`config.mk`:
```
export PLATFORM = sky130hd
export DESIGN_NAME = opd_decoder
export DESIGN_NICKNAME = d
export VERILOG_FILES = /design/src/opd_pkg.sv /design/src/opd_reg_resolve.sv /design/src/opd_decoder.sv
export SDC_FILE = /design/constraint.sdc
export NUM_CORES = 1
export LEC_CHECK = 0
export ABC_CLOCK_PERIOD_IN_PS = 4750
export BUFFER_PORTS_ARGS = -buffer_cell sky130_fd_sc_hd__buf_2
export CAP_MARGIN = 40
export CORE_UTILIZATION = 52
export CTS_CLUSTER_DIAMETER = 150
export DETAILED_ROUTE_END_ITERATION = 8
export PLACE_DENSITY_LB_ADDON = 0.1
export SLEW_MARGIN = 10
export SYNTH_ARGS = -nofsm -noshare
export SYNTH_HDL_FRONTEND = slang
export SYNTH_SLANG_ARGS = --single-unit
```
`constraint.sdc`:
```
create_clock -name clk -period 4.75 [get_ports clk]
set_clock_uncertainty 0.15 [all_clocks]
set_input_delay 0.475 -clock clk [delete_from_list [all_inputs] [get_ports clk]]
set_output_delay 0.475 -clock clk [all_outputs]
set_load 0.02 [all_outputs]
```
`src/opd_pkg.sv`:
```
package opd_pkg;

	// ****************************************************************
	// Widths and field positions.
	// ****************************************************************
	localparam int BYTE_W   = 8;
	localparam int NIB_W    = 4;
	localparam int NIB_HI   = 4;
	localparam int ADDR_W   = 12;
	localparam int PC_W     = 16;
	localparam int BIT_W    = 3;
	localparam int POL_POS  = 7;
	localparam int BITN_MSB = 6;
	localparam int BITN_LSB = 4;
	localparam int PAIR_LSB = 0;

	// ****************************************************************
	// Codes and reset values.
	// ****************************************************************
	localparam logic [BYTE_W-1:0] OPC_ADD_REG = 8'h04;
	localparam logic [NIB_W-1:0]  ESC_NIB    = 4'hE;
	localparam logic [NIB_W-1:0]  SHORT_PAGE = 4'h0;
	localparam logic [BYTE_W-1:0] BYTE_RST   = 8'h00;
	localparam logic [ADDR_W-1:0] ADDR_RST   = 12'h000;
	localparam logic [PC_W-1:0]   PC_RST     = 16'h0000;
	localparam logic [BIT_W-1:0]  BITN_RST   = 3'h0;

	// ****************************************************************
	// Operand formats and write-back states.
	// ****************************************************************
	typedef enum logic [3:0] {
		FMT_R_R,
		FMT_R_IMM,
		FMT_IND_R,
		FMT_PAIR,
		FMT_IRR,
		FMT_EXT_EXT,
		FMT_EXT_IMM,
		FMT_DIRECT,
		FMT_REL,
		FMT_X,
		FMT_VEC,
		FMT_BIT
	} opd_fmt_t;

	typedef enum logic [1:0] {
		ST_IDLE,
		ST_READ,
		ST_WRITE
	} opd_state_t;

	// ****************************************************************
	// Shared decoding.
	// ****************************************************************
	function automatic logic [PC_W-1:0] opd_sext(
		input logic [BYTE_W-1:0] v
	);
		opd_sext = {{(PC_W-BYTE_W){v[BYTE_W-1]}}, v};
	endfunction : opd_sext

	function automatic logic opd_is_pair(input opd_fmt_t f);
		opd_is_pair = (f == FMT_PAIR) || (f == FMT_IRR);
	endfunction : opd_is_pair

endpackage : opd_pkg

```
`src/opd_reg_resolve.sv`:
```
`timescale 1ns/1ps
module opd_reg_resolve (
	input  wire logic [opd_pkg::BYTE_W-1:0] reg_byte,
	input  wire logic [opd_pkg::ADDR_W-1:0] working_base,
	input  wire logic                       pair_req,
	output logic      [opd_pkg::ADDR_W-1:0] resolved_addr,
	output logic                            is_working,
	output logic                            pair_odd
);
	import opd_pkg::*;

	// ****************************************************************
	// Escaped working register and pair alignment.
	// ****************************************************************
	assign is_working = reg_byte[BYTE_W-1:NIB_HI] == ESC_NIB;
	assign resolved_addr = is_working ?
		{working_base[ADDR_W-1:NIB_W], reg_byte[NIB_W-1:0]} :
		{SHORT_PAGE, reg_byte};
	assign pair_odd = pair_req & reg_byte[PAIR_LSB];

endmodule : opd_reg_resolve

```
`src/opd_decoder.sv`:
```
`timescale 1ns/1ps
// Operation
// - Operand bytes come source first, unless dst_first selects reverse; opcode 04 in register-register format ignores dst_first.
// - Opcode 04 takes source, then destination, and adds into destination.
// - A register byte reaches 0 to 255 or, escaped, 16 working registers.
// - A bit number is a 3-bit field choosing bit 0 to 7.
// - A direct address is a full 16-bit program address.
// - An extended register operand is a 12-bit register file address.
// - An immediate is one 8-bit byte taken from the instruction stream.
// - Direct and indirect register operands are 8-bit, over 256 locations.
// - Register pairs may only start at even addresses.
// - A relative offset is a signed byte added to the next instruction.
// - An indexed address is the base plus a signed 8-bit index.
// - A vector operand is an 8-bit value over the whole byte range.
// - A polarity operand is one bit choosing clear or set.
module opd_decoder (
	input  wire logic                       clk,
	input  wire logic                       nrst,
	input  wire logic                       ins_valid,
	output logic                            ins_ready,
	input  wire logic [opd_pkg::BYTE_W-1:0] opcode,
	input  wire logic [opd_pkg::BYTE_W-1:0] opd_byte1,
	input  wire logic [opd_pkg::BYTE_W-1:0] opd_byte2,
	input  wire logic [opd_pkg::BYTE_W-1:0] opd_byte3,
	input  wire opd_pkg::opd_fmt_t          opd_fmt,
	input  wire logic                       dst_first,
	input  wire logic [opd_pkg::PC_W-1:0]   next_pc,
	input  wire logic [opd_pkg::ADDR_W-1:0] working_base,
	input  wire logic [opd_pkg::BYTE_W-1:0] src_rdata,
	input  wire logic [opd_pkg::BYTE_W-1:0] dst_rdata,
	output logic                            dec_valid,
	output logic      [opd_pkg::ADDR_W-1:0] src_addr,
	output logic      [opd_pkg::ADDR_W-1:0] dst_addr,
	output logic                            src_is_working,
	output logic                            dst_is_working,
	output logic                            src_indirect,
	output logic                            pair_error,
	output logic      [opd_pkg::BYTE_W-1:0] immediate_operand,
	output logic      [opd_pkg::PC_W-1:0]   direct_address_operand,
	output logic      [opd_pkg::PC_W-1:0]   branch_target,
	output logic      [opd_pkg::BIT_W-1:0]  bit_num,
	output logic                            polarity,
	output logic      [opd_pkg::BYTE_W-1:0] vector_addr,
	output logic                            sum_wr,
	output logic      [opd_pkg::ADDR_W-1:0] sum_addr,
	output logic      [opd_pkg::BYTE_W-1:0] sum_data
);
	import opd_pkg::*;

	// ****************************************************************
	// Declarations.
	// ****************************************************************
	logic                take;
	logic                add_reg;
	logic                ord_dst_first;
	logic                pair_req;
	logic [BYTE_W-1:0]   src_byte;
	logic [BYTE_W-1:0]   dst_byte;
	logic [BYTE_W-1:0]   dst_sel;
	logic [ADDR_W-1:0]   src_res;
	logic [ADDR_W-1:0]   dst_res;
	logic                src_work;
	logic                dst_work;
	logic                src_odd;
	logic                dst_odd;
	logic [PC_W-1:0]     rel_ext;
	logic [PC_W-1:0]     idx_ext;
	logic [ADDR_W-1:0]   next_src_addr;
	logic [ADDR_W-1:0]   next_dst_addr;
	logic                next_src_ind;
	logic                next_err;
	logic [BYTE_W-1:0]   next_imm;
	logic [PC_W-1:0]     next_da;
	logic [PC_W-1:0]     next_target;
	logic [BIT_W-1:0]    next_bitn;
	logic                next_pol;
	logic [BYTE_W-1:0]   next_vec;
	opd_state_t          state;
	opd_state_t          next_state;

	// ****************************************************************
	// Acceptance and operand order.
	// ****************************************************************
	assign ins_ready = state == ST_IDLE;
	assign take = ins_valid & ins_ready;
	assign add_reg = (opcode == OPC_ADD_REG) && (opd_fmt == FMT_R_R);
	assign ord_dst_first = dst_first & ~add_reg;
	assign src_byte = ord_dst_first ? opd_byte2 : opd_byte1;
	assign dst_byte = ord_dst_first ? opd_byte1 : opd_byte2;
	assign pair_req = opd_is_pair(opd_fmt);
	assign rel_ext = opd_sext(opd_byte1);
	assign idx_ext = opd_sext(opd_byte2);

	always_comb begin
		case (opd_fmt)
			FMT_R_IMM, FMT_X: begin
				dst_sel = opd_byte1;
			end
			FMT_BIT: begin
				dst_sel = opd_byte2;
			end
			default: begin
				dst_sel = dst_byte;
			end
		endcase
	end

	// ****************************************************************
	// Register field resolution.
	// ****************************************************************
	opd_reg_resolve u_src (
		.reg_byte      (src_byte),
		.working_base  (working_base),
		.pair_req      (pair_req),
		.resolved_addr (src_res),
		.is_working    (src_work),
		.pair_odd      (src_odd)
	);

	opd_reg_resolve u_dst (
		.reg_byte      (dst_sel),
		.working_base  (working_base),
		.pair_req      (pair_req),
		.resolved_addr (dst_res),
		.is_working    (dst_work),
		.pair_odd      (dst_odd)
	);

	// ****************************************************************
	// Operand decode by format.
	// ****************************************************************
	always_comb begin
		next_src_addr = src_res;
		next_dst_addr = dst_res;
		next_src_ind  = 1'b0;
		next_err      = src_odd | dst_odd;
		next_imm      = BYTE_RST;
		next_da       = PC_RST;
		next_target   = PC_RST;
		next_bitn     = BITN_RST;
		next_pol      = 1'b0;
		next_vec      = BYTE_RST;
		case (opd_fmt)
			FMT_R_IMM: begin
				next_imm = opd_byte2;
			end
			FMT_IND_R, FMT_IRR: begin
				next_src_ind = 1'b1;
			end
			FMT_EXT_EXT: begin
				next_src_addr = {opd_byte1, opd_byte2[BYTE_W-1:NIB_HI]};
				next_dst_addr = {opd_byte2[NIB_W-1:0], opd_byte3};
			end
			FMT_EXT_IMM: begin
				next_imm      = opd_byte1;
				next_dst_addr = {opd_byte2[NIB_W-1:0], opd_byte3};
			end
			FMT_DIRECT: begin
				next_da = {opd_byte1, opd_byte2};
			end
			FMT_REL: begin
				next_target = PC_W'(next_pc + rel_ext);
			end
			FMT_X: begin
				next_dst_addr = ADDR_W'(dst_res + idx_ext[ADDR_W-1:0]);
			end
			FMT_VEC: begin
				next_vec = opd_byte1;
			end
			FMT_BIT: begin
				next_bitn = opd_byte1[BITN_MSB:BITN_LSB];
				next_pol  = opd_byte1[POL_POS];
			end
			default: begin
				next_src_ind = 1'b0;
			end
		endcase
	end

	// ****************************************************************
	// Decoded operand registers.
	// ****************************************************************
	always_ff @(posedge clk) begin
		if (!nrst) begin
			dec_valid <= 1'b0;
		end else begin
			dec_valid <= take;
		end
	end

	always_ff @(posedge clk) begin
		if (!nrst) begin
			src_addr               <= ADDR_RST;
			dst_addr               <= ADDR_RST;
			src_is_working         <= 1'b0;
			dst_is_working         <= 1'b0;
			src_indirect           <= 1'b0;
			pair_error             <= 1'b0;
			immediate_operand      <= BYTE_RST;
			direct_address_operand <= PC_RST;
			branch_target          <= PC_RST;
			bit_num                <= BITN_RST;
			polarity               <= 1'b0;
			vector_addr            <= BYTE_RST;
		end else if (take) begin
			src_addr               <= next_src_addr;
			dst_addr               <= next_dst_addr;
			src_is_working         <= src_work;
			dst_is_working         <= dst_work;
			src_indirect           <= next_src_ind;
			pair_error             <= next_err;
			immediate_operand      <= next_imm;
			direct_address_operand <= next_da;
			branch_target          <= next_target;
			bit_num                <= next_bitn;
			polarity               <= next_pol;
			vector_addr            <= next_vec;
		end
	end

	// ****************************************************************
	// Register addition write-back.
	// ****************************************************************
	always_comb begin
		case (state)
			ST_IDLE: begin
				next_state = (take && add_reg) ? ST_READ : ST_IDLE;
			end
			ST_READ: begin
				next_state = ST_WRITE;
			end
			ST_WRITE: begin
				next_state = ST_IDLE;
			end
			default: begin
				next_state = ST_IDLE;
			end
		endcase
	end

	always_ff @(posedge clk) begin
		if (!nrst) begin
			state <= ST_IDLE;
		end else begin
			state <= next_state;
		end
	end

	always_ff @(posedge clk) begin
		if (!nrst) begin
			sum_wr   <= 1'b0;
			sum_addr <= ADDR_RST;
			sum_data <= BYTE_RST;
		end else begin
			sum_wr <= state == ST_READ;
			if (state == ST_READ) begin
				sum_data <= BYTE_W'(src_rdata + dst_rdata);
				sum_addr <= dst_addr;
			end
		end
	end
endmodule : opd_decoder

```
## Word level (Yosys, flattened, before mapping)

Cells that the tools add are included.

| operators by class | value |
|---|---|
| mux-type cells | 16 |
| reduce and logical (&&, ||, !) cells | 8 |
| add/sub/neg operators | 3 |
| equal/unequal tests | 15 |
| bitwise gates (word level) | 6 |

Operators with widths:

| cell | count |
|---|---|
| two-way mux 12 bit | 3 |
| two-way mux 16 bit | 2 |
| case mux 8 bit (2 select lines) | 2 |
| == test 4 bit (second input constant) | 6 |
| two-way mux 8 bit | 3 |
| case mux 12 bit (2 select lines) | 1 |
| adder 16 bit | 1 |
| == test 4 x 3 -> 1 bit (second input constant) | 4 |
| adder 12 bit | 1 |
| adder 8 bit | 1 |
| == test 4 x 2 -> 1 bit (second input constant) | 2 |
| == test 8 x 3 -> 1 bit (second input constant) | 1 |
| OR reduction 2 bit | 3 |
| AND 1 bit | 4 |
| == test 4 x 1 -> 1 bit (second input constant) | 1 |
| logical NOT 4 bit | 1 |
| case mux 2 bit (2 select lines) | 1 |
| two-way mux 1 bit | 3 |
| two-way mux 3 bit | 1 |
| == test 2 x 1 -> 1 bit (second input constant) | 1 |
| logical AND 1 bit | 2 |
| logical NOT 2 bit | 1 |
| logical OR 1 bit | 1 |
| NOT 1 bit | 1 |
| bitwise OR 1 bit | 1 |

| word-level totals | value |
|---|---|
| input bits | 84 |
| register bits after elaboration | 104 |
| output and inout bits | 103 |
| logic and storage cells | 65 |

## Depth between registers and ports, before layout

Gate-level depths: netlist of run 1.

| depth | value |
|---|---|
| depth in word-level cells | 10 |
| gate-level depth with buffers | 15 |
| gate-level depth less buffers | 13 |

## Cells and area by module

A second synthesis of run 1 with hierarchy kept.

| unflattened totals | value |
|---|---|
| cells, all modules | 695 |
| area total of the unflattened synthesis | 6083.3 um^2 |

Modules (own cells, without submodules):

| module | seq. area each (um^2) | area an instance (um^2) | instances | cells an instance |
|---|---|---|---|---|
| opd_decoder | 2062.0 | 5820.6 | 1 | 661 |
| opd_reg_resolve | 0.0 | 131.4 | 2 | 17 |

## Worst setup path before layout of run 1

Ideal clock, no wire load.

| timing | value |
|---|---|
| path type | in2reg |
| start | in opd_fmt[1] |
| end | reg dst_addr[10] (netlist bit) |
| arrival time | 3446 ps |
| library setup time | 74 ps |
| setup slack | 1080 ps |
| data required time | 4526 ps |
| stages on the path | 14 |
| cell sequence | nand2b_2 > nor2_4 > nand3b_2 > buf_4 > mux2_2 > ha_1 > fa_1 > a21oi_1 > o21ai_0 > or4_1 > a221oi_1 > xnor2_1 > nand2_1 > a31oi_1 |

| on the way | value |
|---|---|
| cells in the longest elaborated chain, start to end | 10 |
| elaborated cells between the ends (all ways) | 17 |

Ends and longest elaborated chain:

| item | line | text |
|---|---|---|
| start, declared | opd_decoder.sv:25 | `input wire opd_pkg::opd_fmt_t opd_fmt,` |
| logical NOT 4 bit | opd_decoder.sv:86 | `assign add_reg = (opcode == OPC_ADD_REG) && (opd_fmt == FMT_R_R);` |
| logical AND 1 bit | opd_decoder.sv:86 |  |
| NOT 1 bit | opd_decoder.sv:87 | `assign ord_dst_first = dst_first & ~add_reg;` |
| AND 1 bit | opd_decoder.sv:87 |  |
| two-way mux 8 bit | opd_decoder.sv:89 | `assign dst_byte = ord_dst_first ? opd_byte1 : opd_byte2;` |
| case mux 8 bit (2 select lines) | opd_decoder.sv:95 | `case (opd_fmt)` |
| == test 4 bit | opd_reg_resolve.sv:15 | `assign is_working = reg_byte[BYTE_W-1:NIB_HI] == ESC_NIB;` |
| two-way mux 12 bit | opd_reg_resolve.sv:16 | `assign resolved_addr = is_working ?` |
| adder 12 bit | opd_decoder.sv:165 | `next_dst_addr = ADDR_W'(dst_res + idx_ext[ADDR_W-1:0]);` |
| case mux 12 bit (2 select lines) (*) | opd_decoder.sv:143 | `case (opd_fmt)` |
| end signal, assigned | opd_decoder.sv:207 | `dst_addr <= next_dst_addr;` |
| end, declared | opd_decoder.sv:33 | `output logic [opd_pkg::ADDR_W-1:0] dst_addr,` |

Mark *: on every way between the ends. The rest lies on a longest branch, timed or not.
A chain may end at the register's enable or synchronous reset.

## Final worst setup path of run 1

| timing | value |
|---|---|
| start | in opd_fmt[1] |
| end | reg dst_addr[11] (netlist bit) |

The elaborated chain is that of the path after synthesis.

==> summary.md, run 1 <==
* status: finished, final reports clean
* final weighted congestion of routability-driven global placement: 0.869
* pin count of the biggest net entering global routing: 49
* critical path capture point type: flop
* startpoint type of the worst setup path: primary input
* Lkg Pwr: 0.00322 uW
* Sw Share: 31.4%
* logic depth of the worst register-to-register path: 6
* unrepaired setup endpoints after global routing: no
* core box area: 0.0108 mm^2
* count of placed standard cells in the final layout, fillers left out: 967
* FMAX: 257 MHz
* Nets: 943
* proportion of synthesized chip area in sequential cells: 35.6%
* peak ir drop on the vdd network: 0.176 mV
* fill count: 1,008
* cell chain of the critical path: buf_2 -> nand2b_2 -> nor2_4 -> nand3b_2 -> mux2_4 -> a221o_1 -> ha_1 -> o211a_1 -> o21ai_1 -> a32oi_1 -> a221oi_1 -> a211oi_1 -> a31oi_1 -> o211ai_1
* combinational cell fraction of total power: 22.9%
* post-synth top area cell: dfxtp_1
* dominant cells by area after synthesis: dfxtp_1 36%, ha_1 7.3%, nand2_1 4.5%, o21ai_0 4.2%, a21oi_1 3.8%
* input/output buffers: 182
* cts-stage hold buffer count: 0
* worst skew pair latency: 380 ps
* fraction of registers with async set/reset: 0%
* number of instances in the synthesized netlist: 662
* register-to-register setup slack: 2090 ps
* 1st-pass router iterations: 5
* CTS buffer count: 9
* Horiz. Die Dim: 108 um
* Post-Route Setup TNS: 0 ps
* fraction of final layout cells with drive strength greater than 1: 27.3%
* worst reg2reg path endpoint: branch_target[15]
* largest fanout of any net on the critical path: 14
* top cells by count, synth: 103 x dfxtp_1, 70 x nand2_1, 48 x o21ai_0, 44 x a21oi_1, 36 x nor2_1
* clock group share of total power: 30.2%
* TritonCTS clock tree: yes
* proportion of power drawn by flip-flops and latches: 46.8%
* Min Clock Period, post-route: 3890 ps
* max-slew violations: 0
* Std-Cell Rows: 38
* signed area change from the synthesized netlist to the final layout: 20.5%
* Crit Path Category: primary input to flop
* number of antenna violations at the first check in global routing: 0
* worst hold slack across all endpoints: 211 ps
* Global Route Usage Sum: 28.1%
* internal power of the cells: 1320 uW
* register clock-pin slew on the reported worst setup and hold paths: 100 ps
* origin of the worst min-delay path: opd_byte3[7]
* Avg Synthesized Cell Area: 8.74 um^2
* Endpoint, Worst Hold: dst_addr[7]
* primary flip-flop cell chosen by synthesis mapping: dfxtp_1
* PD cells: 275 mW/mm^2
* Synth Net Count: 783
* via count of the first global-routing pass: 5,147
* Iteration-0 DRC Markers: 282
* cell family with the largest share of critical-path delay: compound AO/OA/AOI/OAI gates
* via count: 5,593
* path class of the lowest-slack min-delay path: primary input to flop
* final routed DRC violation total: 0
* utilization of the core after routing: 64.3%
* number of warnings issued by yosys: 0
* Max-slew headroom: 38.4%
* CTS max path bufs: 2
* Top-Level Pins: 187
* top-count cell post-synth: dfxtp_1
* buffer and inverter count on the worst path: 1
* number of flops mapped to enable cells by yosys: 0
* buffers inserted by post-CTS timing repair: 0
* Synth Cell Area: 0.00579 mm^2
* HPWL after detailed placement: 12,000 um
* clock root buffer: clkbuf_8
* global-route wire length before repair: 25,500 um
* synthesis-stage register bit count: 103
* data required time of the critical path: 4860 ps
* data arrival time at the worst-slack endpoint: 4010 ps
* number of levels the H-tree was split into: 3
* CTS sink count: 103
* area share of the largest cell type after synthesis: 35.6%
* total power draw: 1920 uW
* Period Utilization, post-route: 82.0%
* Vert. Die Dim: 108 um
* sequential cell area: 0.00206 mm^2
* Post-Place Cells: 951
* Initial Util: 53.4%
* net switching power of the design: 602 uW
* total inserted antenna cells: 0
* Routed WL: 16,300 um
* cell with the biggest individual delay on the critical path: a221oi_1
* DR vias/cell: 5.78
* CP max stage delay: 640 ps
* number of distinct standard cells referenced by the synthesized netlist: 67
* routed wirelength normalized by instance count: 16.8 um
* CTS-repair resized insts: 0
* total die area: 0.0116 mm^2
* hold-critical path depth: 3
* Antenna Nets Post-Route: 0
* Reg2Reg Launch Point: state[1]
* combined area of the multi-input logic cells: 0.00347 mm^2
* Hold Vio Cnt, Final: 0
* Overflow after GRT: 0
* Least-Margin Pin Slew: 924 ps
* number of violations of the max-capacitance limit: 0
* setup-violating endpoint count in the final report: 0
cells by family (layout without fill, tap and decap cells):
| family | after synthesis | count (layout) | synth area share (%) |
|---|---|---|---|
| AO/OA/AOI/OAI | 219 | 219 | 25.8 |
| AND/OR/NAND/NOR | 198 | 198 | 17.9 |
| flip-flops | 103 | 103 | 35.6 |
| buffers and inverters | 58 | 223 | 4.41 |
| adder cells (fa/ha/maj) | 37 | 37 | 8.39 |
| XOR/XNOR | 30 | 30 | 4.54 |
| multiplexers | 17 | 17 | 3.33 |
power groups by stage:
stage,registers [uW],logic (uW),clock network (uW)
2_1_floorplan,942,275,0
3_3_place_gp,917,418,0
3_5_place_dp,917,435,0
4_1_cts,898,438,588
5_1_grt,901,483,618
6_report,898,440,580
how the worst max path moves through the flow:
stage | start | end | slack [ps] | cells past startpoint
6_report | opd_fmt[1] | dst_addr[11] | 860 | 14
5_1_grt | opd_fmt[1] | dst_addr[10] | 680 | 14
4_1_cts | opcode[1] | dst_addr[10] | 930 | 14
3_5_place_dp | opcode[1] | dst_addr[11] | 540 | 14
3_3_place_gp | opcode[1] | dst_addr[10] | 560 | 14
2_1_floorplan | opd_fmt[1] | dst_addr[10] | 1080 | 14
layer usage:
layer	GRT usage, %	part of all wire, %
met4	10.8	1.9
met3	3.81	6.6
met5	0	0
met1	37.4	45
met2	46.1	46
placed cells by master (no fill, tap or decap), types with 4 or more instances in the layout:
master    count
mux2_2        4
o21a_1        4
mux2i_1      11
a221oi_1     12
a31oi_1       9
xor2_1       12
a21oi_1      44
nor3_1        7
and2_1        9
o21ai_0      48
xnor2_1      18
a22o_1       25
buf_4         7
ha_1         34
nand2_1      70
inv_1        16
o211ai_1      4
a22oi_1      24
nor2_1       36
buf_2       182
nand3_1      10
a21boi_0     14
nand2b_1      8
dfxtp_1     103
a21o_1        9
nor2b_1      30
clkbuf_8      9
nand3b_1      4
stage by stage:
step           setup WS, ps  cell area, um^2
2_1_floorplan          1080             5790
3_3_place_gp            556             6720
3_5_place_dp            540             6770
4_1_cts                 927             6980
5_1_grt                 685             6980
6_report                856             6980
worst register-to-register path, stage by stage (launching register included):
cell      delay (ps)
dfxtp_1          350
nor2_1           170
and2_1           760
nand2_1          410
inv_1            200
nand3b_1         280
o21ai_0          260
sequential cells by signal (all words and copies together), names as in the netlist, 8 cells and up:
name and count:
dst_addr 12, vector_addr 8, src_addr 12, sum_data 8
direct_address_operand 16, branch_target 16, sum_addr 12, immediate_operand 8
final cells by class:
| cell class | count | share of cell area (%) |
|---|---|---|
| sequential | 103 | 29.6 |
| timing repair buffer | 191 | 14.4 |
| clock buffer | 9 | 1.78 |
| clock inverter | 7 | 1.11 |
| tap | 140 | 2.51 |
| multi-input combinational | 501 | 49.8 |
| inverter | 16 | 0.861 |
No activity file was read; power rests on OpenSTA's default activity.
==> run 2, diff against run 1 <==
--- a/config.mk
+++ b/config.mk
@@ -5,7 +5,7 @@
 export SDC_FILE = /design/constraint.sdc
 export NUM_CORES = 1
 export LEC_CHECK = 0
-export ABC_CLOCK_PERIOD_IN_PS = 4750
+export ABC_CLOCK_PERIOD_IN_PS = 3700
 export BUFFER_PORTS_ARGS = -buffer_cell sky130_fd_sc_hd__buf_2
 export CAP_MARGIN = 40
 export CORE_UTILIZATION = 52
==> constraint.sdc (replaced) <==
create_clock -name clk -period 3.7 [get_ports clk]
set_clock_uncertainty 0.15 [all_clocks]
set_input_delay 0.37 -clock clk [delete_from_list [all_inputs] [get_ports clk]]
set_output_delay 0.37 -clock clk [all_outputs]
set_load 0.02 [all_outputs]
==> run 2 against run 1 <==
Total power up 27%. Register-to-register slack lost 520 ps. Worst hold slack lost 96 ps.
==> summary.md, run 2 (synthesis results as in run 1) <==
* status: finished, final reports clean, unchanged
* TritonCTS clock tree: yes, unchanged
* total inserted antenna cells: 0, unchanged
* detailed-routed wire length on met2: 7520 um, was 7560 um
* CTS max path bufs: 2, unchanged
* Max-slew headroom: 44.2%, was 38.4%
* worst skew pair latency: 370 ps, was 380 ps
* CTS buffer count: 9, unchanged
* buffers inserted by post-CTS timing repair: 0, unchanged
* via count: 5,640, was 5,593
* fraction of final layout cells with drive strength greater than 1: 29.5%, was 27.3%
* Lkg Pwr: 0.00334 uW, was 0.00322 uW
* data arrival time at the worst-slack endpoint: 3590 ps, was 4010 ps
* via count of the first global-routing pass: 5,215, was 5,147
* Antenna Nets Post-Route: 0, unchanged
* Nets: 968, was 943
* peak ir drop on the vdd network: 0.197 mV, was 0.176 mV
* startpoint of the most critical setup path: opcode[1], was opd_fmt[1]
* worst reg2reg path endpoint: branch_target[4], was branch_target[15]
* 1st-pass router iterations: 5, unchanged
* Std-Cell Rows: 38, unchanged
* Overflow after GRT: 0, unchanged
* register-to-register setup slack: 1570 ps, was 2090 ps
* Top-Level Pins: 187, unchanged
* signed area change from the synthesized netlist to the final layout: 23.2%, was 20.5%
* register clock-pin slew on the reported worst setup and hold paths: 100 ps, about the same
* CTS sink count: 103, unchanged
* global-route wire length before repair: 25,500 um, about the same
* Horiz. Die Dim: 108 um, unchanged
* logic depth of the worst register-to-register path: 6, unchanged
* Crit Path Category: primary input to flop, unchanged
* critical path capture point type: flop, unchanged
* total die area: 0.0116 mm^2, unchanged
* Least-Margin Pin Slew: 834 ps, was 924 ps
* most common cell after layout, fill and taps aside: buf_2, unchanged
* PD cells: 341 mW/mm^2, was 275 mW/mm^2
* final weighted congestion of routability-driven global placement: 0.872, was 0.869
* input/output buffers: 182, unchanged
* hold-critical path depth: 3, unchanged
* top library cells by usage in the layout, fill and taps aside: 182 x buf_2, 103 x dfxtp_1, 70 x nand2_1, unchanged
* Initial Util: 53.4%, unchanged
* setup-violating endpoint count in the final report: 0, unchanged
* FMAX: 291 MHz
* number of violations of the max-capacitance limit: 0, unchanged
* unrepaired setup endpoints after global routing: no, unchanged
* cts-stage hold buffer count: 0, unchanged
* largest fanout of any net on the critical path: 5, was 14
* wire length on met3: 1120 um, was 1070 um
* met1 routed wirelength after detailed routing: 7330 um, about the same
* utilization of the core after routing: 65.8%, was 64.3%
* routed wirelength normalized by instance count: 16.4 um, was 16.8 um
* HPWL after detailed placement: 12,200 um, was 12,000 um
* startpoint type of the worst setup path: primary input, unchanged
* Iteration-0 DRC Markers: 347, was 282
* Min Clock Period, post-route: 3440 ps
* DR vias/cell: 5.69, was 5.78
* Global Route Usage Sum: 28.2%, was 28.1%
* data required time of the critical path: 3850 ps, was 4860 ps
* CTS-repair resized insts: 0, unchanged
* registers with the most flip-flops: branch_target: 16 flops, direct_address_operand: 16 flops, unchanged
* Routed WL: 16,200 um, was 16,300 um
* number of levels the H-tree was split into: 3, unchanged
* final routed DRC violation total: 0, unchanged
* path class of the lowest-slack min-delay path: primary input to flop, unchanged
* Vert. Die Dim: 108 um, unchanged
* top layer in use: met4, unchanged
* number of antenna violations at the first check in global routing: 0, unchanged
* Hold Vio Cnt, Final: 0, unchanged
* critical path capture point: dst_addr[10], was dst_addr[11]
* Period Utilization, post-route: 93.0%
* total power draw: 2430 uW, was 1920 uW
* fill count: 1,002, was 1,008
* max-slew violations: 0, unchanged
* Reg2Reg Launch Point: state[1], unchanged
* clock root buffer: clkbuf_8, unchanged
* core box area: 0.0108 mm^2, unchanged
* pin count of the biggest net entering global routing: 72, was 49
==> run 2: cell count changes in the layout (fill, tap and decap cells not counted), sizes merged <==
cell | before | now
buf | 191 | 216
clkbuf | 9 | 10
inv | 19 | 20
clkinvlp | 1 | 0
bufinv | 1 | 0
==> run 2: how the worst min path moves through the flow <==
stage | startpoint | end
detailed placement | pair_error | pair_error
global placement | branch_target[15] | branch_target[15]
CTS | opd_byte3[7] | dst_addr[7]
finish | opd_byte3[7] | dst_addr[7]
global route | nrst | src_addr[4]
floorplan | opd_byte1[0] | vector_addr[0]
==> run 2: power breakdown <==
| part | leakage [uW] | internal [uW] | total, uW | switching [uW] |
|---|---|---|---|---|
| sequential | 0.000836 | 1140 | 1150 | 16.4 |
| clock | 0.0000996 | 276 | 691 | 415 |
| combinational | 0.00240 | 254 | 590 | 336 |
==> run 2: cell type report <==
type | count | area, um^2 | area share (%)
sequential | 103 | 2060 | 28.9
inverter | 16 | 60.1 | 0.842
timing repair buffer | 216 | 1170 | 16.5
multi-input combinational | 501 | 3470 | 48.7
clock inverter | 6 | 51.3 | 0.719
clock buffer | 10 | 138 | 1.93
tap | 140 | 175 | 2.46
==> run 2: critical path, cell delays in order <==
cell and delay, ps:
buf_2 110, nor4b_4 310, a211o_1 190, nand3b_2 160, mux2_2 320, ha_1 210
fa_1 400, a21oi_1 180, o21ai_0 140, or4_1 470, a221oi_1 330, xnor2_1 160
nand2_1 70, a31oi_1 160
==> run 2: metal layers <==
metal  vias up  global-route usage [%]
met5         -                       0
met4         0                    8.90
met3        21                    5.75
met2       201                    46.4
met1      2660                    37.0
li1       2758                       -
==> run 2: per-stage QoR <==
step | cell area [um^2] | instances | setup TNS, ps | setup slack [ps] | hold WS [ps]
2_1_floorplan | 5790 | 662 | 0 | 135 | 345
3_3_place_gp | 6930 | 975 | -50.4 | -50.4 | 280
3_5_place_dp | 6940 | 976 | -146 | -115 | 287
4_1_cts | 7130 | 992 | 0 | 261 | 105
5_1_grt | 7130 | 992 | 0 | 55.6 | 128
6_report | 7130 | 992 | 0 | 260 | 114
